===== config.mk =====
export PLATFORM = sky130hd
export DESIGN_NAME = twh_table_write_unit
export DESIGN_NICKNAME = d
export VERILOG_FILES = /design/src/twh_table_write_unit.v /design/src/twh_hold_bank.v
export VERILOG_INCLUDE_DIRS = /design/src
export SDC_FILE = /design/constraint.sdc
export NUM_CORES = 1
export LEC_CHECK = 0
export ABC_AREA = 1
export BUFFER_PORTS_ARGS = -buffer_cell sky130_fd_sc_hd__buf_4
export CORE_ASPECT_RATIO = 1.5
export CORE_UTILIZATION = 49
export DETAILED_ROUTE_END_ITERATION = 6
export GPL_ROUTABILITY_DRIVEN = 0
export PLACE_DENSITY = 0.76
export REMOVE_ABC_BUFFERS = 1
export SYNTH_ARGS = -nofsm -noshare
export SYNTH_HDL_FRONTEND = slang
export SYNTH_SLANG_ARGS = --single-unit

===== constraint.sdc =====
create_clock -name i_sys_clk -period 1.9 [get_ports i_sys_clk]
set_input_delay 0.095 -clock i_sys_clk [delete_from_list [all_inputs] [get_ports i_sys_clk]]
set_output_delay 0.095 -clock i_sys_clk [all_outputs]
set_load 0.01 [all_outputs]

===== src/twh_map.vh =====
// Constants for the table write holding unit.
// Assumes inclusion by the unit's design files only.
`ifndef TWH_MAP_VH
`define TWH_MAP_VH

// ==========================================
// Opcode layout
`define TWH_OP_UPPER      14'h0003
`define TWH_OP_UPPER_MSB  15
`define TWH_OP_UPPER_LSB  2
`define TWH_OP_MODE_MSB   1
`define TWH_OP_MODE_LSB   0

// ==========================================
// Pointer update modes
`define TWH_MODE_NONE     2'h0
`define TWH_MODE_POSTINC  2'h1
`define TWH_MODE_POSTDEC  2'h2
`define TWH_MODE_PREINC   2'h3

// ==========================================
// Widths and reset values
`define TWH_PTR_W         21
`define TWH_SEL_W         3
`define TWH_HOLD_N        8
`define TWH_PTR_RST       21'h000000
`define TWH_BYTE_RST      8'hff
`define TWH_LATCH_RST     8'h00
`define TWH_STATUS_RST    8'h00
`define TWH_PTR_ONE       21'h000001

`endif


===== src/twh_table_write_unit.v =====
// Table write holding unit: decodes table write, updates pointer, fills
// the holding bank. Assumes the core's fetch presents one word per cycle
// with i_instr_valid, from logic on the same clock.
//
// Contract
// - Decode fixed upper pattern plus mode field.
// - Pointer low three bits select holding register.
// - Copy table latch into selected holding register.
// - Holding registers stage data for programming.
// - Table pointer is 21 bits wide.
// - Pointer bit 0 picks low/high byte.
// - Plain mode leaves pointer unchanged.
// - Post modes write then step pointer.
// - Program-counter change takes second no-operation cycle.
// - Unused second words execute as no-operation.
`timescale 1ns/1ns
`default_nettype none
`include "twh_map.vh"

module twh_table_write_unit #(
   parameter PW = `TWH_PTR_W,
   parameter N  = `TWH_HOLD_N,
   parameter SW = `TWH_SEL_W
) (
   // Clock and reset
   input  wire           i_sys_clk,
   input  wire           i_rst_n,
   // Instruction stream
   input  wire           i_instr_valid,
   input  wire [15:0]    i_instr,
   input  wire           i_is_two_word,
   input  wire           i_word2_used,
   input  wire           i_pc_change,
   // Table pointer and latch loads from the core
   input  wire           i_ptr_load,
   input  wire [PW-1:0]  i_ptr_data,
   input  wire           i_latch_load,
   input  wire [7:0]     i_latch_data,
   input  wire [7:0]     i_status_in,
   // Programming side
   input  wire           i_hold_clear,
   input  wire [SW-1:0]  i_hold_rd_sel,
   output wire [7:0]     o_hold_rd_data,
   output wire [N*8-1:0] o_hold_all,
   // Status
   output reg  [PW-1:0]  o_table_pointer,
   output reg  [7:0]     o_table_latch,
   output reg  [7:0]     o_status,
   output reg            o_byte_high,
   output wire           o_busy,
   output reg            o_no_operation,
   output reg            o_write_done
);

   // ==========================================
   // Decode
   localparam ST_IDLE   = 3'b001;
   localparam ST_EXEC2  = 3'b010;
   localparam ST_SKIPW2 = 3'b100;

   // Detects the table write opcode
   function is_table_write_instr;
      input [15:0] w;
      begin
         is_table_write_instr = (w[`TWH_OP_UPPER_MSB:`TWH_OP_UPPER_LSB] == `TWH_OP_UPPER);
      end
   endfunction

   reg [2:0]    state_r;
   reg [2:0]    state_nxt;
   reg          wr_nxt;
   reg [PW-1:0] ptr_nxt;
   reg [PW-1:0] wr_ptr;
   reg [1:0]    mode;
   wire         hit;

   assign hit = i_instr_valid && (state_r == ST_IDLE) && is_table_write_instr(i_instr);
   assign o_busy = (state_r != ST_IDLE);

   // Next-state and pointer arithmetic
   always @* begin
      state_nxt = state_r;
      wr_nxt    = 1'b0;
      ptr_nxt   = o_table_pointer;
      wr_ptr    = o_table_pointer;
      mode      = i_instr[`TWH_OP_MODE_MSB:`TWH_OP_MODE_LSB];
      case (state_r)
         ST_IDLE: begin
            if (hit) begin
               wr_nxt    = 1'b1;
               state_nxt = ST_EXEC2;
               case (mode)
                  `TWH_MODE_NONE: ptr_nxt = o_table_pointer;
                  `TWH_MODE_POSTINC: ptr_nxt = o_table_pointer + `TWH_PTR_ONE;
                  `TWH_MODE_POSTDEC: ptr_nxt = o_table_pointer - `TWH_PTR_ONE;
                  `TWH_MODE_PREINC: begin
                     ptr_nxt = o_table_pointer + `TWH_PTR_ONE;
                     wr_ptr  = ptr_nxt;
                  end
                  default: ptr_nxt = o_table_pointer;
               endcase
            end else if (i_instr_valid && i_pc_change) begin
               state_nxt = ST_EXEC2;
            end else if (i_instr_valid && i_is_two_word && !i_word2_used) begin
               state_nxt = ST_SKIPW2;
            end
         end
         ST_EXEC2: state_nxt = ST_IDLE;
         ST_SKIPW2: begin
            if (i_instr_valid) begin
               state_nxt = ST_IDLE;
            end
         end
         default: state_nxt = ST_IDLE;
      endcase
   end

   // ==========================================
   // Registers
   // 21-bit pointer state
   always @(posedge i_sys_clk or negedge i_rst_n) begin
      if (!i_rst_n) begin
         state_r         <= ST_IDLE;
         o_table_pointer <= `TWH_PTR_RST;
         o_table_latch   <= `TWH_LATCH_RST;
         o_status        <= `TWH_STATUS_RST;
         o_byte_high     <= 1'b0;
         o_no_operation  <= 1'b0;
         o_write_done    <= 1'b0;
      end else begin
         state_r        <= state_nxt;
         o_no_operation <= (state_r != ST_IDLE);
         o_write_done   <= wr_nxt;
         o_status       <= i_status_in;
         if (i_latch_load) begin
            o_table_latch <= i_latch_data;
         end
         if (wr_nxt) begin
            o_table_pointer <= ptr_nxt;
            o_byte_high     <= wr_ptr[0];
         end else if (i_ptr_load) begin
            o_table_pointer <= i_ptr_data;
            o_byte_high     <= i_ptr_data[0];
         end
      end
   end

   // ==========================================
   // Holding bank
   // low bits select; latch copied; staging bank
   twh_hold_bank #(
      .N  (N),
      .SW (SW)
   ) u_bank (
      .i_sys_clk (i_sys_clk),
      .i_rst_n   (i_rst_n),
      .i_wr      (wr_nxt),
      .i_sel     (wr_ptr[SW-1:0]),
      .i_data    (o_table_latch),
      .i_clear   (i_hold_clear),
      .i_rd_sel  (i_hold_rd_sel),
      .o_rd_data (o_hold_rd_data),
      .o_all     (o_hold_all)
   );

endmodule // twh_table_write_unit
`default_nettype wire


===== src/twh_hold_bank.v =====
// Holding register bank: eight byte registers staged for flash programming.
// Assumes one write strobe per cycle from the table write decoder.
`timescale 1ns/1ns
`default_nettype none
`include "twh_map.vh"

module twh_hold_bank #(
   parameter N  = `TWH_HOLD_N,
   parameter SW = `TWH_SEL_W
) (
   // Clock and reset
   input  wire           i_sys_clk,
   input  wire           i_rst_n,
   // Write side
   input  wire           i_wr,
   input  wire [SW-1:0]  i_sel,
   input  wire [7:0]     i_data,
   // Programming side
   input  wire           i_clear,
   input  wire [SW-1:0]  i_rd_sel,
   output reg  [7:0]     o_rd_data,
   output wire [N*8-1:0] o_all
);

   // ==========================================
   // Storage
   genvar g;
   generate
      for (g = 0; g < N; g = g + 1) begin : g_byte
         reg [7:0] byte_r;
         // One byte: written when selected, erased after programming
         always @(posedge i_sys_clk or negedge i_rst_n) begin
            if (!i_rst_n) begin
               byte_r <= `TWH_BYTE_RST;
            end else if (i_wr && (i_sel == g)) begin
               byte_r <= i_data;
            end else if (i_clear) begin
               byte_r <= `TWH_BYTE_RST;
            end
         end
         assign o_all[g*8 +: 8] = byte_r;
      end
   endgenerate

   // Registered read port
   always @(posedge i_sys_clk or negedge i_rst_n) begin
      if (!i_rst_n) begin
         o_rd_data <= `TWH_BYTE_RST;
      end else begin
         o_rd_data <= o_all[i_rd_sel*8 +: 8];
      end
   end

endmodule // twh_hold_bank
`default_nettype wire


* Word-level counts from Yosys, hierarchy flattened
Cells that the tools add are included.
** Storage, ports and cells
- Output and inout bits :: 113
- Register bits :: 115
- Input port bits :: 65
** Operators by class
- Reductions and logical operators :: 28
- Shift-type cells :: 1
- Equal/unequal tests :: 19
- Add/subtract/negate cells :: 2
- Multiplexer cells :: 26
** Operator list (number)
- $mux W21 :: 4
- $mux W8 :: 9
- $shiftx A64 B7 Y8 :: 1
- $pmux W21 S2 :: 1
- $add A21 B1 Y21 const B :: 1
- $mux W3 :: 7
- $sub A21 B1 Y21 const B :: 1
- $reduce_bool A2 Y1 :: 9
- $eq A3 B3 Y1 const B :: 5
- $eq A14 B2 Y1 const B :: 1
- $logic_and A1 B1 Y1 :: 13
- $ne A2 B2 Y1 const B :: 4
- $eq A3 B1 Y1 const B :: 2
- $eq A3 B2 Y1 const B :: 2
- $pmux W3 S2 :: 1
- $eq A2 B2 Y1 const B :: 2
- $mux W1 :: 4
- $ne A4 B2 Y1 const B :: 1
- $reduce_and A4 Y1 :: 1
- $logic_not A3 Y1 :: 1
- $ne A3 B1 Y1 const B :: 1
- $eq A2 B1 Y1 const B :: 1
- $logic_not A2 Y1 :: 1
- $reduce_and A2 Y1 :: 1
- other kinds (2) :: 2

* Logic depth before layout (Yosys ltp)
Gate-level depths: netlist (run 1).
- Depth after elaboration :: 8
- Gate-level depth with buffers :: 14
- Mapped depth without buffers :: 13

* By module
A second synthesis (run 1) with hierarchy kept.
** Unflattened totals
- Cells, all modules :: 955
- Area total of the unflattened synthesis :: 6762.7 um^2
** Modules (own cells, without submodules)
- twh_hold_bank :: cells an instance 482, times used 1, area each 3603.5 um^2, seq. area each 1891.8 um^2
- twh_table_write_unit :: cells an instance 473, times used 1, area each 3159.3 um^2, seq. area each 1077.3 um^2

* Worst setup path after synthesis (run 1)
No wires, ideal clock.
- Path type :: flip-flop to flip-flop
- Start :: register o_table_pointer[0]
- End :: register u_bank.g_byte[2].byte_r[0]
- Path buffers :: 1
- Cell stages (with the launch flop) :: 15
- Data arrival time :: 1.887 ns
- Data required time :: 1.824 ns
- Path slack :: -0.062 ns
- Cells stage by stage :: dfrtp_1 buf_2 inv_2 ha_1 inv_1 nand3_1 nand2_1 inv_1 nand4_1 nand2_2 nand2_1 nor2_2 nand2_1 nand2_1 nand2_1
** On the way
- Cells in the longest elaborated chain, start to end :: 7
** RTL lines
- start: declaration :: line twh_table_write_unit.v:46 : output reg [PW-1:0] o_table_pointer,
- start signal: assignment :: line twh_table_write_unit.v:124 : o_table_pointer <= `TWH_PTR_RST;
- start signal: assignment :: line twh_table_write_unit.v:139 : o_table_pointer <= ptr_nxt;
- start signal: assignment :: line twh_table_write_unit.v:142 : o_table_pointer <= i_ptr_data;
- $add A21 B1 Y21 (no source line)
- $mux W3 :: line twh_table_write_unit.v:92 : case (mode)
- $mux W3 :: line twh_table_write_unit.v:89 : if (hit) begin
- $mux W3 * :: line twh_table_write_unit.v:87 : case (state_r)
- $eq A3 B2 Y1 * :: line twh_hold_bank.v:35 : end else if (i_wr && (i_sel == g)) begin
- $logic_and A1 B1 Y1 * :: line twh_hold_bank.v:35
- $mux W8 or $reduce_bool A2 Y1 (tied branches)
- end signal: assignment :: line twh_hold_bank.v:34 : byte_r <= `TWH_BYTE_RST;
- end signal: assignment :: line twh_hold_bank.v:36 : byte_r <= i_data;
- end signal: assignment :: line twh_hold_bank.v:38 : byte_r <= `TWH_BYTE_RST;
- end: declaration :: line twh_hold_bank.v:30 : reg [7:0] byte_r;
Every way passes the cells marked *; elsewhere a longest branch is shown, timed or not.
A chain may end at the register's enable or synchronous reset.

* Worst setup path in the final report (run 1)
- Start :: register o_table_pointer[0]
- End :: register u_bank.g_byte[3].byte_r[6]
** On the way
- Cells in the longest elaborated chain, start to end :: 7
** RTL lines (line)
- $add A21 B1 Y21 (no source line)
- $mux W3 :: twh_table_write_unit.v:92
- $mux W3 :: twh_table_write_unit.v:89
- $mux W3 * :: twh_table_write_unit.v:87
- $eq A3 B2 Y1 * :: twh_hold_bank.v:35
- $logic_and A1 B1 Y1 * :: twh_hold_bank.v:35
- $mux W8 or $reduce_bool A2 Y1 (tied branches)
- end signal: assignment :: twh_hold_bank.v:34
- end signal: assignment :: twh_hold_bank.v:36
- end signal: assignment :: twh_hold_bank.v:38
- end: declaration :: twh_hold_bank.v:30
Marked as above.

==> out/metrics.cfg, run 1 <==
[clock_network]
worstSkewPairLatency_ns=0.41
clk_path_buf_depth=2
root_buffer=clkbuf_16
clock_sinks=115
clkTransAtPathRegs_ns=0.06
cts_buffers=17
htreeDepth=4
cts_tree=yes

[route]
drc=2
drtIter0Drc=488
vias=7721
via_per_inst=5.43
firstDrtPassIters=7
finalWirelength_um=23000
wl_per_cell_um=16.1
postRouteAntennaNets=0

[setup_path]
cp.arrival_ns=2.29
path_max_fanout=8
regToRegEndpoint=u_bank.g_byte[3].byte_r[6]
criticalPathCategory=reg2reg
reg2reg_from=o_table_pointer[0]
reg2regPathDepth=14
ff2ff_setup_slack_ns=-0.04
crit_required_ns=2.25
end_kind=register
cp-start-kind=register

[finish]
area_growth_syn_to_layout_pct=42.0
layout_commonest_cell=nand2_1
final_layout_size_suffix_gt1_share_pct=31.9
layout_common_cells=nand2_1, buf_4, nor2_1, nand3_1, inv_1
n_antenna_cell=0
nNetsFinal=1286

[timing]
layout_min_cycle_time_ns=1.94
period_share_pct=102
grt_setup_unrepaired=true
finalSetupTns_ns=-0.203
hold_ws_ns=-0.00827
finalSetupViolations=8
relSlewSlack_pct=57.2
worst_pin_slew_ns=0.636
setup_ws_ns=-0.0440
fin_skew_ns=0.00956
fmax_mhz=514
final-hold-violation-count=1
slew_violations=0

[die]
core_um2=14100
fp.dieArea_um2=14900
start_util_pct=50.3
die_w_um=100
core.rowCount=53
num_io_pins=178
die_h_um=149

[power]
p_leak_uw=0.00484
power_uw=7690
power_density_nw_per_um2=765
ir_worst_vdd_mv=0.497

[global_route]
grt_pass1_wl_um=35600
overflow=0
grt_pass1_vias=7219
grt_max_degree=45
antenna_found_initial=0
gr-usage-all-layers_pct=30.9

[placement]
io_buffers=177
hpwl_um=16300

[yosys]
synth_seq_area_share_pct=42.0
yosys_register_bits=115
yosysTopAreaCellShare_pct=27.1
syn_avg_cell_area_um2=7.21
synth_top_cell_by_area=dfstp_2
yosysUniqueCellTypes=37
syn_inst=981
yosysWarnings=0
synth_area_um2=7070
ys_top_cells_by_area=dfstp_2, nand2_1, dfrtp_1, nand3_1, nor2_1

[status]
status=complete, but fails checks
violations=DRC, hold timing, setup timing

[min_path]
min_from=i_ptr_data[8]
worstHoldPathCells=3
worst_hold_path_type=in2reg
min_to=o_table_pointer[8]

[run]
maxCapViolations=0

==> worst max-delay path, stage by stage (launching register included) <==
cell	delay, ns
dfrtp_1	0.41
inv_2	0.08
ha_4	0.28
inv_2	0.03
nand3_2	0.05
nand2_2	0.06
inv_2	0.04
nand4_1	0.15
nand2_4	0.21
nand2_2	0.08
nor2_2	0.12
buf_6	0.16
nand2_1	0.07
nand2_1	0.07
inv_1	0.04
==> where the power goes <==
group          switching (uW)  internal, uW
combinational             914           701
clock                    1130          2060
sequential                191          2700
==> repair_timing <==
action	in CTS	in global routing
endpoints found under the setup margin	49	74
hold buffers	35	0
endpoints found under the hold margin	67	0
gates cloned	0	0
gates resized for setup	4	48
pin swaps	1	25
setup buffers	2	3
==> registers in the layout (all words and copies together), names as in the netlist <==
signal,cells
o_table_latch,8
o_write_done,1
o_status,8
o_table_pointer,21
o_byte_high,1
u_bank.o_rd_data,8
o_no_operation,1
state_r,3
u_bank.g_byte.byte_r,64
==> metal layers <==
| layer | GRT usage, % | part of all wire, % |
|---|---|---|
| met5 | 0 | 0 |
| met4 | 21.2 | 6.4 |
| met3 | 5.72 | 6.1 |
| met2 | 54.6 | 51 |
| met1 | 33.1 | 36 |
==> cell families after synthesis <==
group	after synthesis	synth area share, %
AOI/OAI and AO/OA	110	8.93
xor gates and xnor gates	15	1.86
adders and majority gates	2	0.354
buffers and inverters	134	7.36
DFF	115	42.0
and+or+nand+nor	605	39.5
==> layout make-up <==
cell class / instances / area [um^2]
timing repair buffer: 257 / 2150
tap: 192 / 240
sequential: 115 / 2970
clock inverter: 9 / 101
inverter: 96 / 360
clock buffer: 22 / 485
fill: 1133 / 4010
multi-input combinational: 732 / 3740
==> metrics by stage <==
| step | instances | cell area, um^2 | hold WS (ns) | setup slack [ns] | utilization, % |
|---|---|---|---|---|---|
| 2_1_floorplan | 943 | 6910 | -0.201 | -0.719 | - |
| 3_3_place_gp | 1352 | 8870 | 0.204 | -0.0185 | 63.1 |
| 3_5_place_dp | 1352 | 8870 | 0.205 | -0.0398 | 63.1 |
| 4_1_cts | 1420 | 9850 | 0.000210 | 0.00719 | 70.1 |
| 5_1_grt | 1423 | 10000 | 0.00860 | -0.130 | 71.4 |
| 6_report | 1423 | 10000 | -0.00827 | -0.0440 | 71.4 |
==> synth_stat cells, drive strengths merged <==
master	instances
clkinv	9
and2	1
dfrtp	42
o221ai	1
o32ai	8
xor2	15
ha	2
nand2	312
nor3	6
or2	5
a31oi	8
o21ai	63
a21oi	19
nand4	47
o211ai	9
nand3	96
nor2	135
nand3b	3
o22ai	1
inv	87
dfstp	73
clkbuf	17
buf	21
a21boi	1
==> worst max path at each step <==
stage / from / end / slack (ns) / depth (start not counted)
global route: o_table_pointer[0] / u_bank.g_byte[3].byte_r[3] / -0.13 / 14
detailed placement: o_table_pointer[2] / o_table_pointer[18] / -0.04 / 12
finish: o_table_pointer[0] / u_bank.g_byte[3].byte_r[6] / -0.04 / 14
floorplan: state_r[0] / o_table_pointer[10] / -0.72 / 7
CTS: o_table_pointer[0] / u_bank.g_byte[2].byte_r[2] / 0.007 / 14
global placement: o_table_pointer[2] / o_table_pointer[18] / -0.02 / 12
(Power assumes the default switching activity.)
==> run 2, diff against run 1 <==
--- a/config.mk
+++ b/config.mk
@@ -13,6 +13,7 @@
 export DETAILED_ROUTE_END_ITERATION = 6
 export GPL_ROUTABILITY_DRIVEN = 0
 export PLACE_DENSITY = 0.76
+export RECOVER_POWER = 50
 export REMOVE_ABC_BUFFERS = 1
 export SYNTH_ARGS = -nofsm -noshare
 export SYNTH_HDL_FRONTEND = slang
==> run 2 against run 1 <==
Against the previous run: the run still ends with DRC, hold timing, setup timing left; global-route usage stayed put; power decreased by 0.52%; critical path depth unchanged; critical path type unchanged.
==> out/metrics.cfg, run 2 (synthesized netlist as in run 1, its figures left out) <==
[finish]
final_layout_size_suffix_gt1_share_pct=30.1
top_regs=u_bank.g_byte.byte_r (64), o_table_pointer (21)
largest_register_ffs=64
n_antenna_cell=0
nNetsFinal=1286
layout.cells.non_filler=1423
top_register=u_bank.g_byte.byte_r
multi_input_area_um2=3740
fin_area_um2=9950
n_fill_cell=1162
layout_commonest_cell=nand2_1
regArea_um2=2970
layout_common_cells=nand2_1, buf_4, nor2_1, nand3_1, inv_1
area_growth_syn_to_layout_pct=40.6

[timing]
hold_ws_ns=-0.0106
finalSetupViolations=8
fmax_mhz=514
setup_ws_ns=-0.0454
layout_min_cycle_time_ns=1.95
final-hold-violation-count=1
fin_skew_ns=0.00840
period_share_pct=102
slew_violations=0
grt_setup_unrepaired=true
relSlewSlack_pct=53.6
worst_pin_slew_ns=0.696

[setup_path]
path_max_fanout=8
worst-path-buf-inv=5
crit_slowest_cell=dfrtp_1
reg2reg_from=o_table_pointer[0]
max_stage_delay_ns=0.41
crit_chain=inv_2 > ha_4 > inv_2 > nand3_2 > nand2_2 > inv_2 > nand4_1 > nand2_4 > nand2_2 > nor2_2 > buf_6 > nand2_1 > nand2_1 > inv_1
crit_end=u_bank.g_byte[3].byte_r[6]
reg2regPathDepth=14
end_kind=register
cp-start-kind=register
criticalPathCategory=reg2reg
critPathTopFamily=simple AND/OR/NAND/NOR gates
critPathLaunch=o_table_pointer[0]
regToRegEndpoint=u_bank.g_byte[3].byte_r[6]
cp.depth=14
cp.arrival_ns=2.30
crit_required_ns=2.25
worst_path_most_repeated_cell=inv_2
ff2ff_setup_slack_ns=-0.05

[power]
ir_worst_vdd_mv=0.502
p_sw_uw=2230
p_leak_uw=0.00475
intPower_uw=5420
pwr-share-clk_pct=41.7
pwr-share-comb_pct=20.6
power_frac_seq_pct=37.7
power_uw=7650
power_density_nw_per_um2=769
p_sw_share_pct=29.2

[global_route]
antenna_found_initial=0
gr-usage-all-layers_pct=30.9
grt_max_degree=45
grt_pass1_wl_um=35600
overflow=0
grt_pass1_vias=7219

[min_path]
worst_hold_path_type=in2reg
min_from=i_ptr_data[8]

[clock_network]
cts_tree=yes
worstSkewPairLatency_ns=0.42
htreeDepth=4
clock_sinks=115
clk_path_buf_depth=2
clkTransAtPathRegs_ns=0.06
root_buffer=clkbuf_16
cts_buffers=17

[status]
status=complete, but fails checks
violations=DRC, hold timing, setup timing

[placement]
post_dp_cell_area_um2=8870
io_buffers=177
dp_slack_ns=-0.0398
hpwl_um=16300
place_inst=1352

[route]
met2_length_um=11800
wl_per_cell_um=16.2
wl_met1_um=8280
met3_length_um=1490
vias=7704
postRouteAntennaNets=0
routed.top_layer=met4
drc=4
firstDrtPassIters=7
via_per_inst=5.41
drtIter0Drc=543
finalWirelength_um=23000

[die]
start_util_pct=50.3
fp.dieArea_um2=14900
core.rowCount=53
core_um2=14100
die_w_um=100
num_io_pins=178
die_h_um=149

[run]
maxCapViolations=0

[run 2: worst min-delay path: stages]
cell and delay [ns]:
buf_4 0.07, o21ai_0 0.07, o21ai_1 0.13
[run 2: layout make-up]
class / count / area share [%]
multi-input cells: 732 / 37.6
flip-flops and latches: 115 / 29.9
repair buffers: 257 / 20.6
clock buffers: 22 / 4.88
inverters: 96 / 3.62
well taps: 192 / 2.42
clock inverters: 9 / 1.02
[run 2: timing repair]
action | in CTS | in global routing
resized for setup | 4 | 48
endpoints found under the hold margin | 67 | 0
buffers inserted | 2 | 3
pin swaps | 1 | 25
hold buffers | 35 | 0
setup endpoints to repair | 49 | 74
[run 2: worst min path at each step]
stage | endpoint | slack [ns] | cells past startpoint
2_1_floorplan | o_byte_high | -0.20 | 0
3_3_place_gp | o_status[4] | 0.20 | 1
3_5_place_dp | o_status[3] | 0.21 | 1
4_1_cts | o_table_pointer[9] | 0.0002 | 3
5_1_grt | o_table_pointer[7] | 0.009 | 3
6_report | o_table_pointer[8] | -0.01 | 3
[run 2: power groups by stage]
| stage | Clock [uW] | Sequential [uW] | Combinational [uW] |
|---|---|---|---|
| global route | 3330 | 2900 | 1720 |
| CTS | 3220 | 2880 | 1540 |
| global placement | 0 | 2910 | 1450 |
| floorplan | 0 | 2940 | 639 |
| finish | 3190 | 2880 | 1580 |
| detailed placement | 0 | 2910 | 1470 |
[run 2: stage by stage]
stage	utilization, %	TNS (ns)
3_5_place_dp	63.1	-0.556
5_1_grt	70.7	-3.32
3_3_place_gp	63.1	-0.0185
4_1_cts	70.1	0
2_1_floorplan	-	-18.46
6_report	70.7	-0.222
[run 2: metal layers]
| metal | GRT usage (%) | up-vias |
|---|---|---|
| met2 | 54.6 | 364 |
| met4 | 21.2 | 0 |
| met1 | 33.1 | 3569 |
| met3 | 5.72 | 86 |
| li1 | - | 3685 |
| met5 | 0 | - |
